File: src/hdl/rtcb_map.vh
// rtcb_map.vh: offsets, bit positions and reset values of the
// oscillator / backup control block.
// assumes: included by bare name from the design files under hdl/.
`ifndef RTCB_MAP_VH
`define RTCB_MAP_VH

////////////////////////////////////////////////////////////////////////
// bus widths
`define RTCB_ADDR_W 5
`define RTCB_DATA_W 8
`define RTCB_EVT_W 6

////////////////////////////////////////////////////////////////////////
// offsets on the parallel bus
`define RTCB_OFS_STATUS 5'h00
`define RTCB_OFS_1 5'h01
`define RTCB_OFS_2 5'h02
`define RTCB_OFS_3 5'h03
`define RTCB_OFS_4 5'h04
`define RTCB_OFS_TEST 5'h1f

////////////////////////////////////////////////////////////////////////
// one-hot register select positions
`define RTCB_SEL_W 8
`define RTCB_SEL_STATUS 0
`define RTCB_SEL_RTMODE 1
`define RTCB_SEL_OUTCFG 2
`define RTCB_SEL_PIRQ 3
`define RTCB_SEL_APIRQ 4
`define RTCB_SEL_PFLAG 5
`define RTCB_SEL_ROUTE 6
`define RTCB_SEL_TEST 7

////////////////////////////////////////////////////////////////////////
// field positions
`define RTCB_ST_BANK 7
`define RTCB_ST_PAGE 6
`define RTCB_PF_TEST 7
`define RTCB_PF_SUPPLY 6
`define RTCB_RT_XHI 7
`define RTCB_RT_XLO 6
`define RTCB_RT_IRQ_BK 4
`define RTCB_RT_CLK_RUN 3
`define RTCB_AP_PF_EN 7
`define RTCB_RO_LOWBAT 6
`define RTCB_TC_OSC_DIS 0

////////////////////////////////////////////////////////////////////////
// reset values, route write mask and synchroniser width
`define RTCB_RST_BYTE 8'h00
`define RTCB_RST_EVT 6'h00
`define RTCB_RST_SINGLE 1'b1
`define RTCB_ROUTE_RW_MASK 8'hbf
`define RTCB_SYNC_W 19
// positions inside the synchroniser vector
`define RTCB_SY_CS 0
`define RTCB_SY_RD 1
`define RTCB_SY_WR 2
`define RTCB_SY_ADDR_LO 3
`define RTCB_SY_DATA_LO 8
`define RTCB_SY_OSC 16
`define RTCB_SY_BAT 17
`define RTCB_SY_LOWBAT 18
// chip select and strobes idle high, everything else low
`define RTCB_SYNC_RST 19'h00007

`endif

File: src/hdl/rtcb_ctrl.v
// rtcb_ctrl.v: control plane of the clock peripheral: mode, output,
// routing and enable registers, oscillator start, fail flag, supply
// mode, test clearing and power-fail input enable.
// assumes: host on an async memory-like bus (cs/rd/wr low active),
// counters and timers outside, periodic events from sys_clk logic.
//
// Contract
// - periodic flag bit 7 enters/leaves test mode
// - zero to test register clears test conditions
// - rt mode bits 7:6 choose crystal frequency
// - clock start bit sets only if oscillating
// - periodic flag bit 6 reads oscillator failure
// - bit 6 write picks supply; backup needs osc
// - enable bit 7 opens power-fail input
// - backup irq bit holds power-fail enable set
// - rt mode register field layout
// - output mode selects sources, drive, polarity
// - routing bits steer five sources to pins
// - routing upper bits: save, low battery, delay
// - periodic enable register, one bit per source
// - flags clear on read edge; low battery live
`include "rtcb_map.vh"
`default_nettype none

module rtcb_ctrl (
	input wire sys_clk,
	input wire arst_n,
	input wire bus_cs_n,
	input wire bus_rd_n,
	input wire bus_wr_n,
	input wire [`RTCB_ADDR_W-1:0] bus_addr,
	input wire [`RTCB_DATA_W-1:0] bus_data_in,
	output reg [`RTCB_DATA_W-1:0] bus_data_out,
	output reg bus_data_oe_n,
	input wire osc_running,
	input wire battery_above_main,
	input wire low_battery,
	input wire [`RTCB_EVT_W-1:0] periodic_event,
	output reg [`RTCB_DATA_W-1:0] realtime_mode_cfg,
	output reg [`RTCB_DATA_W-1:0] pin_output_cfg,
	output reg [`RTCB_DATA_W-1:0] periodic_irq_enables,
	output reg [`RTCB_DATA_W-1:0] alarm_powerfail_irq_enables,
	output reg [`RTCB_DATA_W-1:0] irq_route_select,
	output reg [`RTCB_DATA_W-1:0] test_config,
	output reg [`RTCB_EVT_W-1:0] periodic_flags,
	output reg page_select,
	output reg register_bank_select,
	output reg test_mode,
	output reg battery_backed_mode,
	output reg osc_fail_flag,
	output wire crystal_select_high,
	output wire crystal_select_low,
	output wire power_loss_input_enable
);

	////////////////////////////////////////////////////////////////////////
	// synchronised pins
	wire [`RTCB_SYNC_W-1:0] sync_bus; // all async pins after two flops
	wire cs_s; // chip select, low active
	wire rd_s; // read strobe, low active
	wire wr_s; // write strobe, low active
	wire [`RTCB_ADDR_W-1:0] addr_s; // address
	wire [`RTCB_DATA_W-1:0] data_s; // write data
	wire osc_s; // oscillator running
	wire bat_s; // battery above main supply
	wire lowbat_s; // low battery comparator

	wire lowbat_in_w; // raw pins renamed for the concatenation
	wire bat_in_w;
	wire osc_in_w;
	assign lowbat_in_w = low_battery;
	assign bat_in_w = battery_above_main;
	assign osc_in_w = osc_running;

	// one synchroniser for the lot; strobes reset idle-high
	rtcb_sync #(
		.WIDTH(`RTCB_SYNC_W),
		.RST_VAL(`RTCB_SYNC_RST)
	) u_sync (
		.sys_clk(sys_clk),
		.arst_n(arst_n),
		.async_in({lowbat_in_w, bat_in_w, osc_in_w, bus_data_in,
			bus_addr, bus_wr_n, bus_rd_n, bus_cs_n}),
		.sync_out(sync_bus)
	);

	assign cs_s = sync_bus[`RTCB_SY_CS];
	assign rd_s = sync_bus[`RTCB_SY_RD];
	assign wr_s = sync_bus[`RTCB_SY_WR];
	assign addr_s = sync_bus[`RTCB_SY_ADDR_LO +: `RTCB_ADDR_W];
	assign data_s = sync_bus[`RTCB_SY_DATA_LO +: `RTCB_DATA_W];
	assign osc_s = sync_bus[`RTCB_SY_OSC];
	assign bat_s = sync_bus[`RTCB_SY_BAT];
	assign lowbat_s = sync_bus[`RTCB_SY_LOWBAT];

	////////////////////////////////////////////////////////////////////////
	// register decode, shared by the write and read paths
	function [`RTCB_SEL_W-1:0] reg_decode;
		input [`RTCB_ADDR_W-1:0] a;
		input pg;
		input bk;
		begin
			reg_decode = {`RTCB_SEL_W{1'b0}};
			if (a == `RTCB_OFS_STATUS) begin
				// status answers in both pages and banks
				reg_decode[`RTCB_SEL_STATUS] = 1'b1;
			end else if (!pg) begin
				case (a) // page 0 only
					`RTCB_OFS_TEST: begin
						reg_decode[`RTCB_SEL_TEST] = 1'b1;
					end
					`RTCB_OFS_1: begin
						reg_decode[`RTCB_SEL_RTMODE] = bk;
					end
					`RTCB_OFS_2: begin
						reg_decode[`RTCB_SEL_OUTCFG] = bk;
					end
					`RTCB_OFS_3: begin
						reg_decode[`RTCB_SEL_PIRQ] = bk;
						reg_decode[`RTCB_SEL_PFLAG] = ~bk;
					end
					`RTCB_OFS_4: begin
						reg_decode[`RTCB_SEL_APIRQ] = bk;
						reg_decode[`RTCB_SEL_ROUTE] = ~bk;
					end
					default: begin
						// timer and counter space lives elsewhere
					end
				endcase
			end
		end
	endfunction

	////////////////////////////////////////////////////////////////////////
	// strobe edges and latched access
	reg wr_q; // previous synced write strobe
	reg rd_q; // previous synced read strobe
	reg lat_cs_n; // chip select held during the strobe
	reg [`RTCB_ADDR_W-1:0] lat_addr; // address held during the strobe
	reg [`RTCB_DATA_W-1:0] lat_data; // data held during the strobe
	wire wr_take; // write taken at wr rising edge
	wire rd_done; // read ended at rd rising edge
	wire [`RTCB_SEL_W-1:0] wsel; // register hit by the finished access
	wire [`RTCB_SEL_W-1:0] rsel; // register hit by the running read

	// the bus is asynchronous: act on the trailing edge, with the
	// values latched while the strobe was low, so late bus changes
	// after the edge cannot corrupt the write
	assign wr_take = wr_s & ~wr_q & ~lat_cs_n;
	assign rd_done = rd_s & ~rd_q & ~lat_cs_n;
	assign wsel = reg_decode(lat_addr, page_select,
		register_bank_select);
	assign rsel = reg_decode(addr_s, page_select,
		register_bank_select);

	// latch address, data and select while either strobe is low
	always @(posedge sys_clk or negedge arst_n) begin
		if (!arst_n) begin
			wr_q <= 1'b1;
			rd_q <= 1'b1;
			lat_cs_n <= 1'b1;
			lat_addr <= `RTCB_OFS_STATUS;
			lat_data <= `RTCB_RST_BYTE;
		end else begin
			wr_q <= wr_s;
			rd_q <= rd_s;
			if (!wr_s || !rd_s) begin
				lat_cs_n <= cs_s;
				lat_addr <= addr_s;
				lat_data <= data_s;
			end
		end
	end

	////////////////////////////////////////////////////////////////////////
	// oscillator fail flag
	// registered so that the read path and the supply check agree
	always @(posedge sys_clk or negedge arst_n) begin
		if (!arst_n) begin
			osc_fail_flag <= 1'b1; // assume no oscillation at reset
		end else begin
			// failure while not oscillating, unless test disables it
			osc_fail_flag <= ~osc_s &
				~test_config[`RTCB_TC_OSC_DIS];
		end
	end

	////////////////////////////////////////////////////////////////////////
	// page, bank, test mode and supply mode
	always @(posedge sys_clk or negedge arst_n) begin
		if (!arst_n) begin
			page_select <= 1'b0;
			register_bank_select <= 1'b0;
			test_mode <= 1'b0;
			battery_backed_mode <= ~`RTCB_RST_SINGLE;
		end else if (wr_take) begin
			if (wsel[`RTCB_SEL_STATUS]) begin
				page_select <= lat_data[`RTCB_ST_PAGE];
				register_bank_select <= lat_data[`RTCB_ST_BANK];
			end
			if (wsel[`RTCB_SEL_PFLAG]) begin
				test_mode <= lat_data[`RTCB_PF_TEST];
				if (lat_data[`RTCB_PF_SUPPLY]) begin
					battery_backed_mode <= 1'b0; // single supply
				end else if (!osc_fail_flag) begin
					battery_backed_mode <= 1'b1; // backup needs osc
				end
			end
		end
	end

	////////////////////////////////////////////////////////////////////////
	// test configuration
	// only writable inside test mode, so a stray write in normal
	// operation cannot switch test features on
	always @(posedge sys_clk or negedge arst_n) begin
		if (!arst_n) begin
			test_config <= `RTCB_RST_BYTE;
		end else if (wr_take && wsel[`RTCB_SEL_TEST] && test_mode) begin
			// a zero write clears every condition, fail disable too
			test_config <= lat_data;
		end
	end

	////////////////////////////////////////////////////////////////////////
	// real time mode register
	always @(posedge sys_clk or negedge arst_n) begin
		if (!arst_n) begin
			realtime_mode_cfg <= `RTCB_RST_BYTE;
		end else if (wr_take && wsel[`RTCB_SEL_RTMODE]) begin
			// crystal, backup enables, hour mode, leap count
			realtime_mode_cfg <= lat_data;
			// start bit refuses a 1 while not oscillating
			realtime_mode_cfg[`RTCB_RT_CLK_RUN] <=
				lat_data[`RTCB_RT_CLK_RUN] & osc_s;
		end
	end

	// crystal frequency select straight from the register bits
	assign crystal_select_high = realtime_mode_cfg[`RTCB_RT_XHI];
	assign crystal_select_low = realtime_mode_cfg[`RTCB_RT_XLO];

	////////////////////////////////////////////////////////////////////////
	// output mode and periodic enable registers
	always @(posedge sys_clk or negedge arst_n) begin
		if (!arst_n) begin
			pin_output_cfg <= `RTCB_RST_BYTE;
			periodic_irq_enables <= `RTCB_RST_BYTE;
		end else if (wr_take) begin
			if (wsel[`RTCB_SEL_OUTCFG]) begin
				// source, drive type and polarity of both pins
				pin_output_cfg <= lat_data;
			end
			if (wsel[`RTCB_SEL_PIRQ]) begin
				// timer 1 down to minute enables
				periodic_irq_enables <= lat_data;
			end
		end
	end

	////////////////////////////////////////////////////////////////////////
	// alarm / power-fail enable register
	wire pf_hold; // backup keeps the power-fail enable set
	assign pf_hold = realtime_mode_cfg[`RTCB_RT_IRQ_BK] & bat_s;

	always @(posedge sys_clk or negedge arst_n) begin
		if (!arst_n) begin
			alarm_powerfail_irq_enables <= `RTCB_RST_BYTE;
		end else begin
			if (wr_take && wsel[`RTCB_SEL_APIRQ]) begin
				alarm_powerfail_irq_enables <= lat_data;
			end
			// later assignment wins over a write of zero
			if (pf_hold) begin
				alarm_powerfail_irq_enables[`RTCB_AP_PF_EN] <= 1'b1;
			end
		end
	end

	// enable for the power-loss pin and its detector
	assign power_loss_input_enable =
		alarm_powerfail_irq_enables[`RTCB_AP_PF_EN];

	////////////////////////////////////////////////////////////////////////
	// routing register
	// low battery bit is not stored: it reads the live comparator
	always @(posedge sys_clk or negedge arst_n) begin
		if (!arst_n) begin
			irq_route_select <= `RTCB_RST_BYTE;
		end else if (wr_take && wsel[`RTCB_SEL_ROUTE]) begin
			// per-source pin steering and upper controls
			irq_route_select <= lat_data & `RTCB_ROUTE_RW_MASK;
		end
	end

	////////////////////////////////////////////////////////////////////////
	// periodic flags, sticky, cleared by the read that saw them
	wire [`RTCB_EVT_W-1:0] flag_clr; // bits shown by the finished read
	assign flag_clr = (rd_done && wsel[`RTCB_SEL_PFLAG]) ?
		bus_data_out[`RTCB_EVT_W-1:0] : `RTCB_RST_EVT;

	always @(posedge sys_clk or negedge arst_n) begin
		if (!arst_n) begin
			periodic_flags <= `RTCB_RST_EVT;
		end else begin
			// clear only what was shown; a new event wins
			periodic_flags <= (periodic_flags & ~flag_clr) |
				periodic_event;
		end
	end

	////////////////////////////////////////////////////////////////////////
	// read data
	reg [`RTCB_DATA_W-1:0] rd_val; // value of the addressed register

	always @* begin
		rd_val = `RTCB_RST_BYTE;
		if (rsel[`RTCB_SEL_STATUS]) begin
			rd_val[`RTCB_ST_BANK] = register_bank_select;
			rd_val[`RTCB_ST_PAGE] = page_select;
		end
		if (rsel[`RTCB_SEL_RTMODE]) begin
			rd_val = realtime_mode_cfg;
		end
		if (rsel[`RTCB_SEL_OUTCFG]) begin
			rd_val = pin_output_cfg;
		end
		if (rsel[`RTCB_SEL_PIRQ]) begin
			rd_val = periodic_irq_enables;
		end
		if (rsel[`RTCB_SEL_APIRQ]) begin
			rd_val = alarm_powerfail_irq_enables;
		end
		if (rsel[`RTCB_SEL_PFLAG]) begin
			rd_val[`RTCB_EVT_W-1:0] = periodic_flags;
			rd_val[`RTCB_PF_SUPPLY] = osc_fail_flag;
			rd_val[`RTCB_PF_TEST] = test_mode;
		end
		if (rsel[`RTCB_SEL_ROUTE]) begin
			rd_val = irq_route_select;
			rd_val[`RTCB_RO_LOWBAT] = lowbat_s; // live level
		end
		if (rsel[`RTCB_SEL_TEST]) begin
			rd_val = test_config;
		end
	end

	// drive the bus while selected and reading; oe is low active
	always @(posedge sys_clk or negedge arst_n) begin
		if (!arst_n) begin
			bus_data_out <= `RTCB_RST_BYTE;
			bus_data_oe_n <= 1'b1;
		end else if (!cs_s && !rd_s) begin
			bus_data_out <= rd_val;
			bus_data_oe_n <= 1'b0;
		end else begin
			// keep the last value so the read clear knows what was seen
			bus_data_oe_n <= 1'b1;
		end
	end

endmodule // rtcb_ctrl
`default_nettype wire

File: src/hdl/rtcb_sync.v
// rtcb_sync.v: two-flop synchroniser for a vector of async levels.
// assumes: each bit is a level; buses are qualified by strobes later.
`default_nettype none

module rtcb_sync #(
	parameter WIDTH = 1,
	parameter [WIDTH-1:0] RST_VAL = {WIDTH{1'b0}}
) (
	input wire sys_clk,
	input wire arst_n,
	input wire [WIDTH-1:0] async_in,
	output reg [WIDTH-1:0] sync_out
);

	reg [WIDTH-1:0] meta; // first stage, read only by sync_out

	////////////////////////////////////////////////////////////////////////
	// two stages, reset to constant idle levels
	always @(posedge sys_clk or negedge arst_n) begin
		if (!arst_n) begin
			meta <= RST_VAL;
			sync_out <= RST_VAL;
		end else begin
			meta <= async_in;
			sync_out <= meta;
		end
	end

endmodule // rtcb_sync
`default_nettype wire

File: config.mk
export PLATFORM = sky130hd
export DESIGN_NAME = rtcb_ctrl
export DESIGN_NICKNAME = d
export VERILOG_FILES = /design/src/hdl/rtcb_ctrl.v /design/src/hdl/rtcb_sync.v
export VERILOG_INCLUDE_DIRS = /design/src /design/src/hdl
export SDC_FILE = /design/constraint.sdc
export NUM_CORES = 1
export LEC_CHECK = 0
export CAP_MARGIN = 40
export CORE_MARGIN = 4
export CORE_UTILIZATION = 55
export DETAILED_ROUTE_END_ITERATION = 12
export DONT_BUFFER_PORTS = 1
export PLACE_DENSITY_LB_ADDON = 0.2
export SETUP_SLACK_MARGIN = 0.2
export SYNTH_ARGS = -nofsm -noshare
export SYNTH_HDL_FRONTEND = slang
export SYNTH_HIERARCHICAL = 1
export SYNTH_SLANG_ARGS = --single-unit
File: constraint.sdc
create_clock -name sys_clk -period 2.6 [get_ports sys_clk]
set_input_delay 0.13 -clock sys_clk [delete_from_list [all_inputs] [get_ports sys_clk]]
set_output_delay 0.13 -clock sys_clk [all_outputs]
set_load 0.02 [all_outputs]
# Yosys cells after proc, flatten, opt, wreduce, memory -nomap -nowiden
# Cells that the tools add are included.
[classes]
bitwise = 16
reduce_logical = 19
n_eq_ne = 11
mux = 34
[ops]
columns = ["cell", "count"]
rows = [
  ["$mux W8", 8],
  ["$mux W7", 4],
  ["$eq A5 B2 Y1 const B", 4],
  ["$mux W1", 20],
  ["$eq A5 B1 Y1 const B", 2],
  ["$eq A5 B3 Y1 const B", 2],
  ["$eq A5 B5 Y1 const B", 2],
  ["$logic_not A5 Y1", 2],
  ["$reduce_and A2 Y1", 4],
  ["$and A1 B1 Y1", 7],
  ["$logic_and A1 B1 Y1", 7],
  ["$and A6 B6 Y6", 1],
  ["$mux W6", 1],
  ["$not A1 Y1", 6],
  ["$not A6 Y6", 1],
  ["$or A6 B6 Y6", 1],
  ["$logic_not A1 Y1", 3],
  ["$reduce_and A3 Y1", 1],
  ["$mux W2", 1],
  ["$ne A2 B1 Y1 const B", 1],
  ["$reduce_bool A2 Y1", 1],
  ["$logic_or A1 B1 Y1", 1],
]
[word_totals]
reg_bits = 121
inputBits = 27

# Depth between registers and ports, before layout
# Gate-level depths: netlist of run 1.
[depth]
depth_word = 11
ltp_mapped = 7

# Modules after synthesis
# The synthesis of run 1 kept the hierarchy.
[by_module_without_submodules]
columns = ["mod", "instances", "cells_per_inst", "area_per_inst_um2"]
rows = [
  ["rtcb_ctrl", 1, 322, 3945.0],
  ["rtcb_sync", 1, 38, 958.4],
]

# Least setup slack after synthesis of run 1
# OpenSTA, ideal clock, no wires.
[synth_path]
kind = "register to register"
start = "register page_select"
end = "register test_config[0]"
n_path_buf = 1
arrival_time_ns = 1.541
synth_period_minus_slack_ns = 1.665
path_slack_ns = 0.935
required_time_ns = 2.475
setup_ns = 0.125
path_stages_with_launch = 5
cell_sequence = "dfrtp_1 > buf_2 > nand4b_1 > nor3_2 > mux2_2"
[synth_between]
elab_chain_len = 4
[synth_lines]
columns = ["element", "line_no", "rtl"]
rows = [
  ["from (decl)", "rtcb_ctrl.v:46", "output reg page_select,"],
  ["from (signal assigned)", "rtcb_ctrl.v:198", "page_select <= lat_data[`RTCB_ST_PAGE];"],
  ["$mux W7", "rtcb_ctrl.v:107", "end else if (!pg) begin"],
  ["$mux W7", "rtcb_ctrl.v:104", "if (a == `RTCB_OFS_STATUS) begin"],
  ["$logic_and A1 B1 Y1 (2 in a row)", "rtcb_ctrl.v:219", "end else if (wr_take && wsel[`RTCB_SEL_TEST] && test_mode) begin"],
  ["to (signal assigned)", "rtcb_ctrl.v:218", "test_config <= `RTCB_RST_BYTE;"],
  ["to (signal assigned)", "rtcb_ctrl.v:221", "test_config <= lat_data;"],
  ["to (decl)", "rtcb_ctrl.v:44", "output reg [`RTCB_DATA_W-1:0] test_config,"],
]
# No other way between the ends.
# A chain may end at the register's enable or synchronous reset.

# Worst setup path in the final report of run 1
[layout_path]
start = "register register_bank_select"
end = "register periodic_flags[3]"
[layout_between]
elab_chain_len = 9
[layout_lines]
columns = ["element", "line_no", "rtl"]
rows = [
  ["from (decl)", "rtcb_ctrl.v:47", "output reg register_bank_select,"],
  ["from (signal assigned)", "rtcb_ctrl.v:199", "register_bank_select <= lat_data[`RTCB_ST_BANK];"],
  ["$not A1 Y1", "rtcb_ctrl.v:120", "reg_decode[`RTCB_SEL_PFLAG] = ~bk;"],
  ["$mux W1", "rtcb_ctrl.v:108", "case (a)"],
  ["$mux W7", "rtcb_ctrl.v:107", ""],
  ["$mux W7", "rtcb_ctrl.v:104", ""],
  ["$logic_and A1 B1 Y1", "rtcb_ctrl.v:299", "assign flag_clr = (rd_done && wsel[`RTCB_SEL_PFLAG]) ?"],
  ["$mux W6 (no source line)", "--", ""],
  ["$not A6 Y6", "rtcb_ctrl.v:307", "periodic_flags <= (periodic_flags & ~flag_clr) |"],
  ["$and A6 B6 Y6", "rtcb_ctrl.v:307", ""],
  ["$or A6 B6 Y6", "rtcb_ctrl.v:307", ""],
  ["to (signal assigned)", "rtcb_ctrl.v:304", "periodic_flags <= `RTCB_RST_EVT;"],
  ["to (signal assigned)", "rtcb_ctrl.v:307", ""],
  ["to (decl)", "rtcb_ctrl.v:45", "output reg [`RTCB_EVT_W-1:0] periodic_flags,"],
]
# No other way between the ends.

==> flow_metrics.tcl, run 1 <==
set metrics [dict create \
    post_cts_hold_buffer_count 25 \
    n_antenna_cell 0 \
    via_count_of_the_first_global_routing_pass 3121 \
    ioPinCount 98 \
    cp.arrival_ns 2.52 \
    cts_buffer_depth 2 \
    hold-worst-slack_ns -0.696 \
    syn-cell-area_um2 4900 \
    area_delta_synth_final_pct 18.9 \
    clock_tree_from_tritoncts "built" \
    yosys_warnings 6 \
    run_status "complete, but fails checks" \
    synth_cell_types 63 \
    syn_avg_cell_area_um2 13.6 \
    r2r_slack_ns 0.48 \
    setup_tns_ns 0 \
    rsz0062_at_grt "no" \
    route.antenna.remaining_nets 0 \
    critical_path_peak_fanout 17 \
    synth-seq-area-share 0.620 \
    fin_worst_skew_ns 0.00883 \
    fin_nets 417 \
    hold_viol_final 121 \
    holdCritPathClass "in -> async" \
    timing.critical_path.from_type "register" \
    worst_pin_slew_ns 0.789 \
    setup_viol 0 \
    globalplace.congestion 0.841 \
    drt-initial-drc-count 342 \
    maximum_number_of_pins_on_one_net_before_global_route_repair 122 \
    num_rows 34 \
    cts.repair.resized 0 \
    cpPeakStageDelay_ns 0.63 \
    critical_path.slowest_cell "sky130_fd_sc_hd__dfrtp_1" \
    drt-wirelength-per-cell_um 22.4 \
    worst-path-buf-inv 0 \
    static-leakage-power_nw 2.60 \
    cts.root.buffer_cell "sky130_fd_sc_hd__clkbuf_8" \
    final-max-slew-violation-count 0 \
    ctsHtreeMaxLevel 4 \
    cts_buffer_count 17 \
    clkSinkCount 121 \
    vdd.ir_drop.worst_mv 0.562 \
    timing.setup.critical_path_class "reg -> reg" \
    drv_cap 0 \
    die_width_um 102 \
    timing.fmax_ghz 0.472 \
    synth_cells 360 \
    core_um2 8680 \
    timing.final.crit_share 0.815 \
    setup.worst_path.start "register_bank_select" \
    regToRegEndpoint "periodic_flags[3]" \
    cts_setup_buffers 0 \
    final_period_minus_worst_setup_slack_ns 2.12 \
    failing_checks "negative hold slack" \
    clkLatencyLatePin_ns 0.52 \
    globalRouteTotalUtil 0.229 \
    synth_edf_count 0 \
    viasPerCell 6.06 \
    layoutNonFillerInstCount 511 \
    cp_top_family "simple AND/OR/NAND/NOR gates" \
    critical_path.most_common_cell "sky130_fd_sc_hd__nand2_1" \
    cp.required_ns 3.01 \
    ys.flop_type "sky130_fd_sc_hd__dfrtp_1" \
    die_h_um 102 \
    route.vias.total 3096 \
    initial_utilization 0.565 \
    grt_antenna_before_repair 0 \
    grt_remaining_overflow 0 \
    worst_slack_ns 0.482 \
    clk_transition_reported_paths_ns 0.06 \
    dp_cells 454 \
    design.die.area_um2 10500 \
    ys_ff_latch 121 \
    synth.net_count 387 \
    post-dp-hpwl_um 7600 \
    drc 0 \
    final_core_utilization 0.672 \
    slew_hr 0.473 \
    cp_cell_sequence "nor2_1, nand2_1, nor3_2, nand2_1, a21o_1" \
    share_of_post_route_cells_with_drive_strength_above_1 0.325 \
    reg2reg_depth 5 \
    routed_wirelength_um 11500 \
    rr_startpoint "register_bank_select" \
    count_of_tritonroute_iterations_in_the_first_routing_pass 4 \
    wire_length_of_the_first_global_routing_pass_um 17500 \
    portBuffers 0 \
    power_per_cell_area_nw_per_um2 817 \
    power_mw 4.76 \
    post-place-ws_ns 0.469 \
    asyncSetResetFlopFracSynth 1.00 \
    setup.worst_path.end_class "register" \
]
[metal layers]
layer	up-vias	global-route usage	routed length [µm]
li1	1377	-	-
met1	1581	0.287	4640
met2	119	0.364	5600
met3	19	0.0826	982
met4	0	0.0908	229
met5	-	0	0
[logic make-up (layout without fill, tap and decap cells)]
group	Yosys count	count (layout)	share of synthesized area
buffers and inverters	23	66	0.0253
other	1	1	0.000765
AND/OR/NAND/NOR	80	80	0.104
flip-flops	121	121	0.620
multiplexers	66	66	0.151
AO/OA/AOI/OAI	69	69	0.0987
[worst max-delay path by stage]
stage / depth (start not counted) / endpoint
CTS: 5 / periodic_flags[0]
floorplan: 4 / test_config[0]
finish: 5 / periodic_flags[3]
detailed placement: 5 / periodic_flags[0]
global route: 5 / periodic_flags[4]
global placement: 5 / periodic_flags[0]
[cells in the mapped netlist (all sizes together), types with 2 or more instances]
master,instances,area [µm²]
and2,3,20.0
inv,4,15.0
nor2,10,37.5
nand2,25,106
nor3b,5,53.8
a22o,4,35.0
a21o,10,80.1
a21oi,18,90.1
buf,14,87.6
nor3,5,45.0
nor2b,3,18.8
clkbuf,4,17.5
dfrtp,110,2750
o41ai,4,35.0
o211ai,2,15.0
or3,8,50.1
nand3,6,35.0
a211o,4,35.0
o22ai,3,18.8
o21ai,8,40.0
nand3b,2,18.8
a22oi,2,15.0
dfstp,11,289
a221oi,5,43.8
mux2,64,721
nand4b,2,23.8
mux2i,2,20.0
[area by class of cell]
cell class	instances	area [µm²]
Sequential cell	121	3040
Fill cell	616	2850
Multi-Input combinational cell	216	1740
Clock buffer	17	414
Timing Repair Buffer	29	280
Clock inverter	15	200
Tap cell	108	135
Inverter	5	18.8
[worst reg2reg max path, cell delays in order, from the launching register on]
cell,delay (ns)
sky130_fd_sc_hd__dfrtp_1,0.63
sky130_fd_sc_hd__nor2_1,0.44
sky130_fd_sc_hd__nand2_1,0.11
sky130_fd_sc_hd__nor3_2,0.51
sky130_fd_sc_hd__nand2_1,0.12
sky130_fd_sc_hd__a21o_1,0.20
[placed cells by master (no fill, tap or decap), drive strengths merged, types with 5 or more instances in the layout]
cell type    synthesis  final
nand3                6      6
dfstp               11     11
nand2               25     25
o21ai                8      8
a21oi               18     18
clkinv               1      7
inv                  4      5
mux2                64     64
a221oi               5      5
or3                  8      8
a21o                10     10
dfrtp              110    110
nor3                 5      5
nor2                10     10
dlygate4sd3          0     25
clkbuf               4     17
nor3b                5      5
[state kept, by name, summed over array words and instances (netlist names), 7 cells and up]
| register | count |
|---|---|
| realtime_mode_cfg | 8 |
| bus_data_out | 8 |
| lat_data | 8 |
| periodic_irq_enables | 8 |
| test_config | 8 |
| u_sync/meta | 19 |
| alarm_powerfail_irq_enables | 8 |
| irq_route_select | 7 |
| u_sync/sync_out | 19 |
| pin_output_cfg | 8 |
[power breakdown]
| part | total [mW] | leakage [nW] | internal (mW) | switching (mW) |
|---|---|---|---|---|
| sequential | 2.17 | 1.50 | 1.99 | 0.183 |
| combinational | 0.198 | 0.810 | 0.106 | 0.0916 |
| clock | 2.40 | 0.290 | 1.55 | 0.842 |
[stage by stage]
step	area, µm²	hold WS [ns]
floorplan	4900	-0.166
global route	5830	-0.717
finish	5830	-0.696
detailed placement	4960	-0.160
global placement	4960	-0.161
CTS	5830	-0.710
Power figures use the tool's default switching activity.
==> run 2, diff against run 1 <==
- ABC_AREA: unset -> 1
- clock period: 2.6 -> 1.9 ns (I/O delays scaled with it)
==> flow_metrics.tcl, run 2 <==
set metrics [dict create \
    ys.flop_type "sky130_fd_sc_hd__dfrtp_1" \
    holdCritPathClass "in -> async" \
    n_antenna_cell 0 \
    vdd.ir_drop.worst_mv 0.835 \
    design.die.area_um2 10600 \
    die_h_um 103 \
    synth_compound_gate_area_share 0.0902 \
    worst-path-buf-inv 0 \
    post_cts_hold_buffer_count 25 \
    ctsHtreeMaxLevel 4 \
    wire_length_of_the_first_global_routing_pass_um 18500 \
    portBuffers 0 \
    cell_internal_pwr_mw 5.00 \
    cts_buffer_depth 2 \
    synth-seq-area-share 0.614 \
    failing_checks "negative hold slack" \
    maximum_number_of_pins_on_one_net_before_global_route_repair 122 \
    most_frequent_standard_cell_in_the_layout_excluding_fill_and_tap_cells "sky130_fd_sc_hd__nand2_1" \
    most_used_cells_in_the_layout_excluding_fill_and_tap_cells "sky130_fd_sc_hd__nand2_1 (128), sky130_fd_sc_hd__dfrtp_1 (109), sky130_fd_sc_hd__inv_1 (71)" \
    ioPinCount 98 \
    timing.critical_path.from_type "register" \
    clkLatencyLatePin_ns 0.52 \
    worst_pin_slew_ns 0.756 \
    fin_worst_skew_ns 0.0105 \
    sequentialPowerShare 0.443 \
    clkSinkCount 121 \
    route.antenna.remaining_nets 0 \
    cts.root.buffer_cell "sky130_fd_sc_hd__clkbuf_8" \
    power_frac_clock 0.505 \
    setup.worst_path.end_class "register" \
    yosys_warnings 6 \
    drt-wirelength-per-cell_um 17.5 \
    critical_path.slowest_cell "sky130_fd_sc_hd__dfrtp_1" \
    area_delta_synth_final_pct 20.7 \
    hold-worst-slack_ns -0.731 \
    post-place-ws_ns 0.224 \
    run_status "complete, but fails checks" \
    initial_utilization 0.565 \
    drc 0 \
    comb_pwr_share 0.052 \
    synth_fa_ha_area_frac 0 \
    viasPerCell 5.26 \
    die_width_um 103 \
    fin_nets 582 \
    globalRouteTotalUtil 0.236 \
    top_cells_by_area_in_the_synthesized_netlist "sky130_fd_sc_hd__dfrtp_1 (56%), sky130_fd_sc_hd__nand2_1 (9.8%), sky130_fd_sc_hd__dfstp_2 (5.8%), sky130_fd_sc_hd__inv_1 (5.4%), sky130_fd_sc_hd__o21ai_0 (4.7%)" \
    hold_viol_final 121 \
    placedInstanceArea_um2 5060 \
    synth_simple_gate_area_frac 0.219 \
    p_sw_mw 1.52 \
    critical_path_peak_fanout 6 \
    worst_slack_ns 0.273 \
    clk_transition_reported_paths_ns 0.06 \
    synth_cell_types 35 \
    core_um2 8760 \
    biggestRegsByFlops "u_sync/meta x19, u_sync/sync_out x19" \
    synth_cells 512 \
    grt_antenna_before_repair 0 \
    synth_top_family_by_area "simple AND/OR/NAND/NOR gates" \
    synth_common_cells "sky130_fd_sc_hd__nand2_1 (130), sky130_fd_sc_hd__dfrtp_1 (110), sky130_fd_sc_hd__inv_1 (71)" \
    slew_hr 0.494 \
    r2r_slack_ns 0.27 \
    cp.arrival_ns 2.03 \
    synth.area.mux_share 0 \
    asyncSetResetFlopFracSynth 1.00 \
    share_of_post_route_cells_with_drive_strength_above_1 0.160 \
    route.vias.total 3559 \
    ys_ff_latch 121 \
    timing.final.crit_share 0.856 \
    rsz0062_at_grt "yes" \
    final_core_utilization 0.682 \
    count_of_tritonroute_iterations_in_the_first_routing_pass 5 \
    switching_fraction_of_total_power 0.233 \
    static-leakage-power_nw 2.95 \
    cts_buffer_count 17 \
    clock_tree_from_tritoncts "built" \
    synthDominantCellAreaShare 0.556 \
    final_period_minus_worst_setup_slack_ns 1.63 \
    drt-initial-drc-count 203 \
    post-dp-hpwl_um 7720 \
    power_per_cell_area_nw_per_um2 1090 \
    timing.setup.critical_path_class "reg -> reg" \
    cpPeakStageDelay_ns 0.49 \
    synth_area_leader_cell "sky130_fd_sc_hd__dfrtp_1" \
    cp_top_family "simple AND/OR/NAND/NOR gates" \
    layout.cell_area.non_filler_um2 5980 \
    synth_edf_count 0 \
    via_count_of_the_first_global_routing_pass 3527 \
    cp_cell_sequence "nor2_4, nand2_2, nor2_4, nand2_2, o21ai_0, nand4_1, nand2_1, nand2_1" \
    grt_remaining_overflow 0 \
    cp.required_ns 2.31 \
    synth_xor_area_frac 0 \
    synth.net_count 539 \
    syn_avg_cell_area_um2 9.68 \
    final-max-slew-violation-count 0 \
    syn-cell-area_um2 4950 \
    setup_viol 0 \
    globalplace.congestion 0.919 \
    timing.fmax_ghz 0.615 \
    setup_tns_ns 0 \
    drv_cap 0 \
    num_rows 34 \
    routed_wirelength_um 11900 \
    post-synth-top-count-cell "sky130_fd_sc_hd__nand2_1" \
]
run 2: final cells by class:
class	instances	area, µm²
Multi-Input combinational cell	304	1570
Inverter	74	278
Tap cell	108	135
Sequential cell	121	3040
Clock inverter	11	171
Timing Repair Buffer	37	348
Clock buffer	21	439
Fill cell	641	2780
run 2: timing repair:
action,4_1_cts,5_1_grt
hold endpoints to repair,146,121
pin swaps,0,3
setup endpoints to repair,4,32
resized for setup,1,8
setup buffers,2,1
run 2: cell families (layout without fill, tap and decap cells):
group,count (synthesis),in the layout
flip-flops,121,121
buffers and inverters,87,143
AND/OR/NAND/NOR,221,221
other,1,1
AO/OA/AOI/OAI,82,82
run 2: layer usage:
layer | part of all wire | up-vias | GRT usage
met2 | 0.49 | 116 | 0.383
met4 | 0.017 | 0 | 0.0926
met5 | 0 | - | 0
li1 | - | 1706 | -
met1 | 0.41 | 1719 | 0.287
met3 | 0.080 | 18 | 0.0886
run 2: final timing paths:
path	startpoint	end	cells past startpoint
worst min register to register	u_sync/meta[9]	u_sync/sync_out[9]	0
worst min-delay path	arst_n	test_config[7]	0
max in group asynchronous	arst_n	u_sync/sync_out[2]	0
worst max register to register	u_sync/sync_out[7]	bus_data_out[1]	8
min in group sys_clk	bus_rd_n	u_sync/meta[1]	1
worst max-delay path	u_sync/sync_out[7]	bus_data_out[1]	8
run 2: power by group through the flow:
| stage | Clock [mW] | Combinational (mW) | Sequential (mW) |
|---|---|---|---|
| finish | 3.29 | 0.340 | 2.88 |
| global route | 3.46 | 0.379 | 2.90 |
| CTS | 3.36 | 0.335 | 2.88 |
| detailed placement | 0 | 0.289 | 2.93 |
| global placement | 0 | 0.283 | 2.92 |
| floorplan | 0 | 0.209 | 2.90 |
run 2: through the flow:
stage / instances / power (mW)
3_3_place_gp: 616 / 3.20
5_1_grt: 676 / 6.74
6_report: 676 / 6.52
2_1_floorplan: 512 / 3.11
3_5_place_dp: 616 / 3.22
4_1_cts: 675 / 6.58
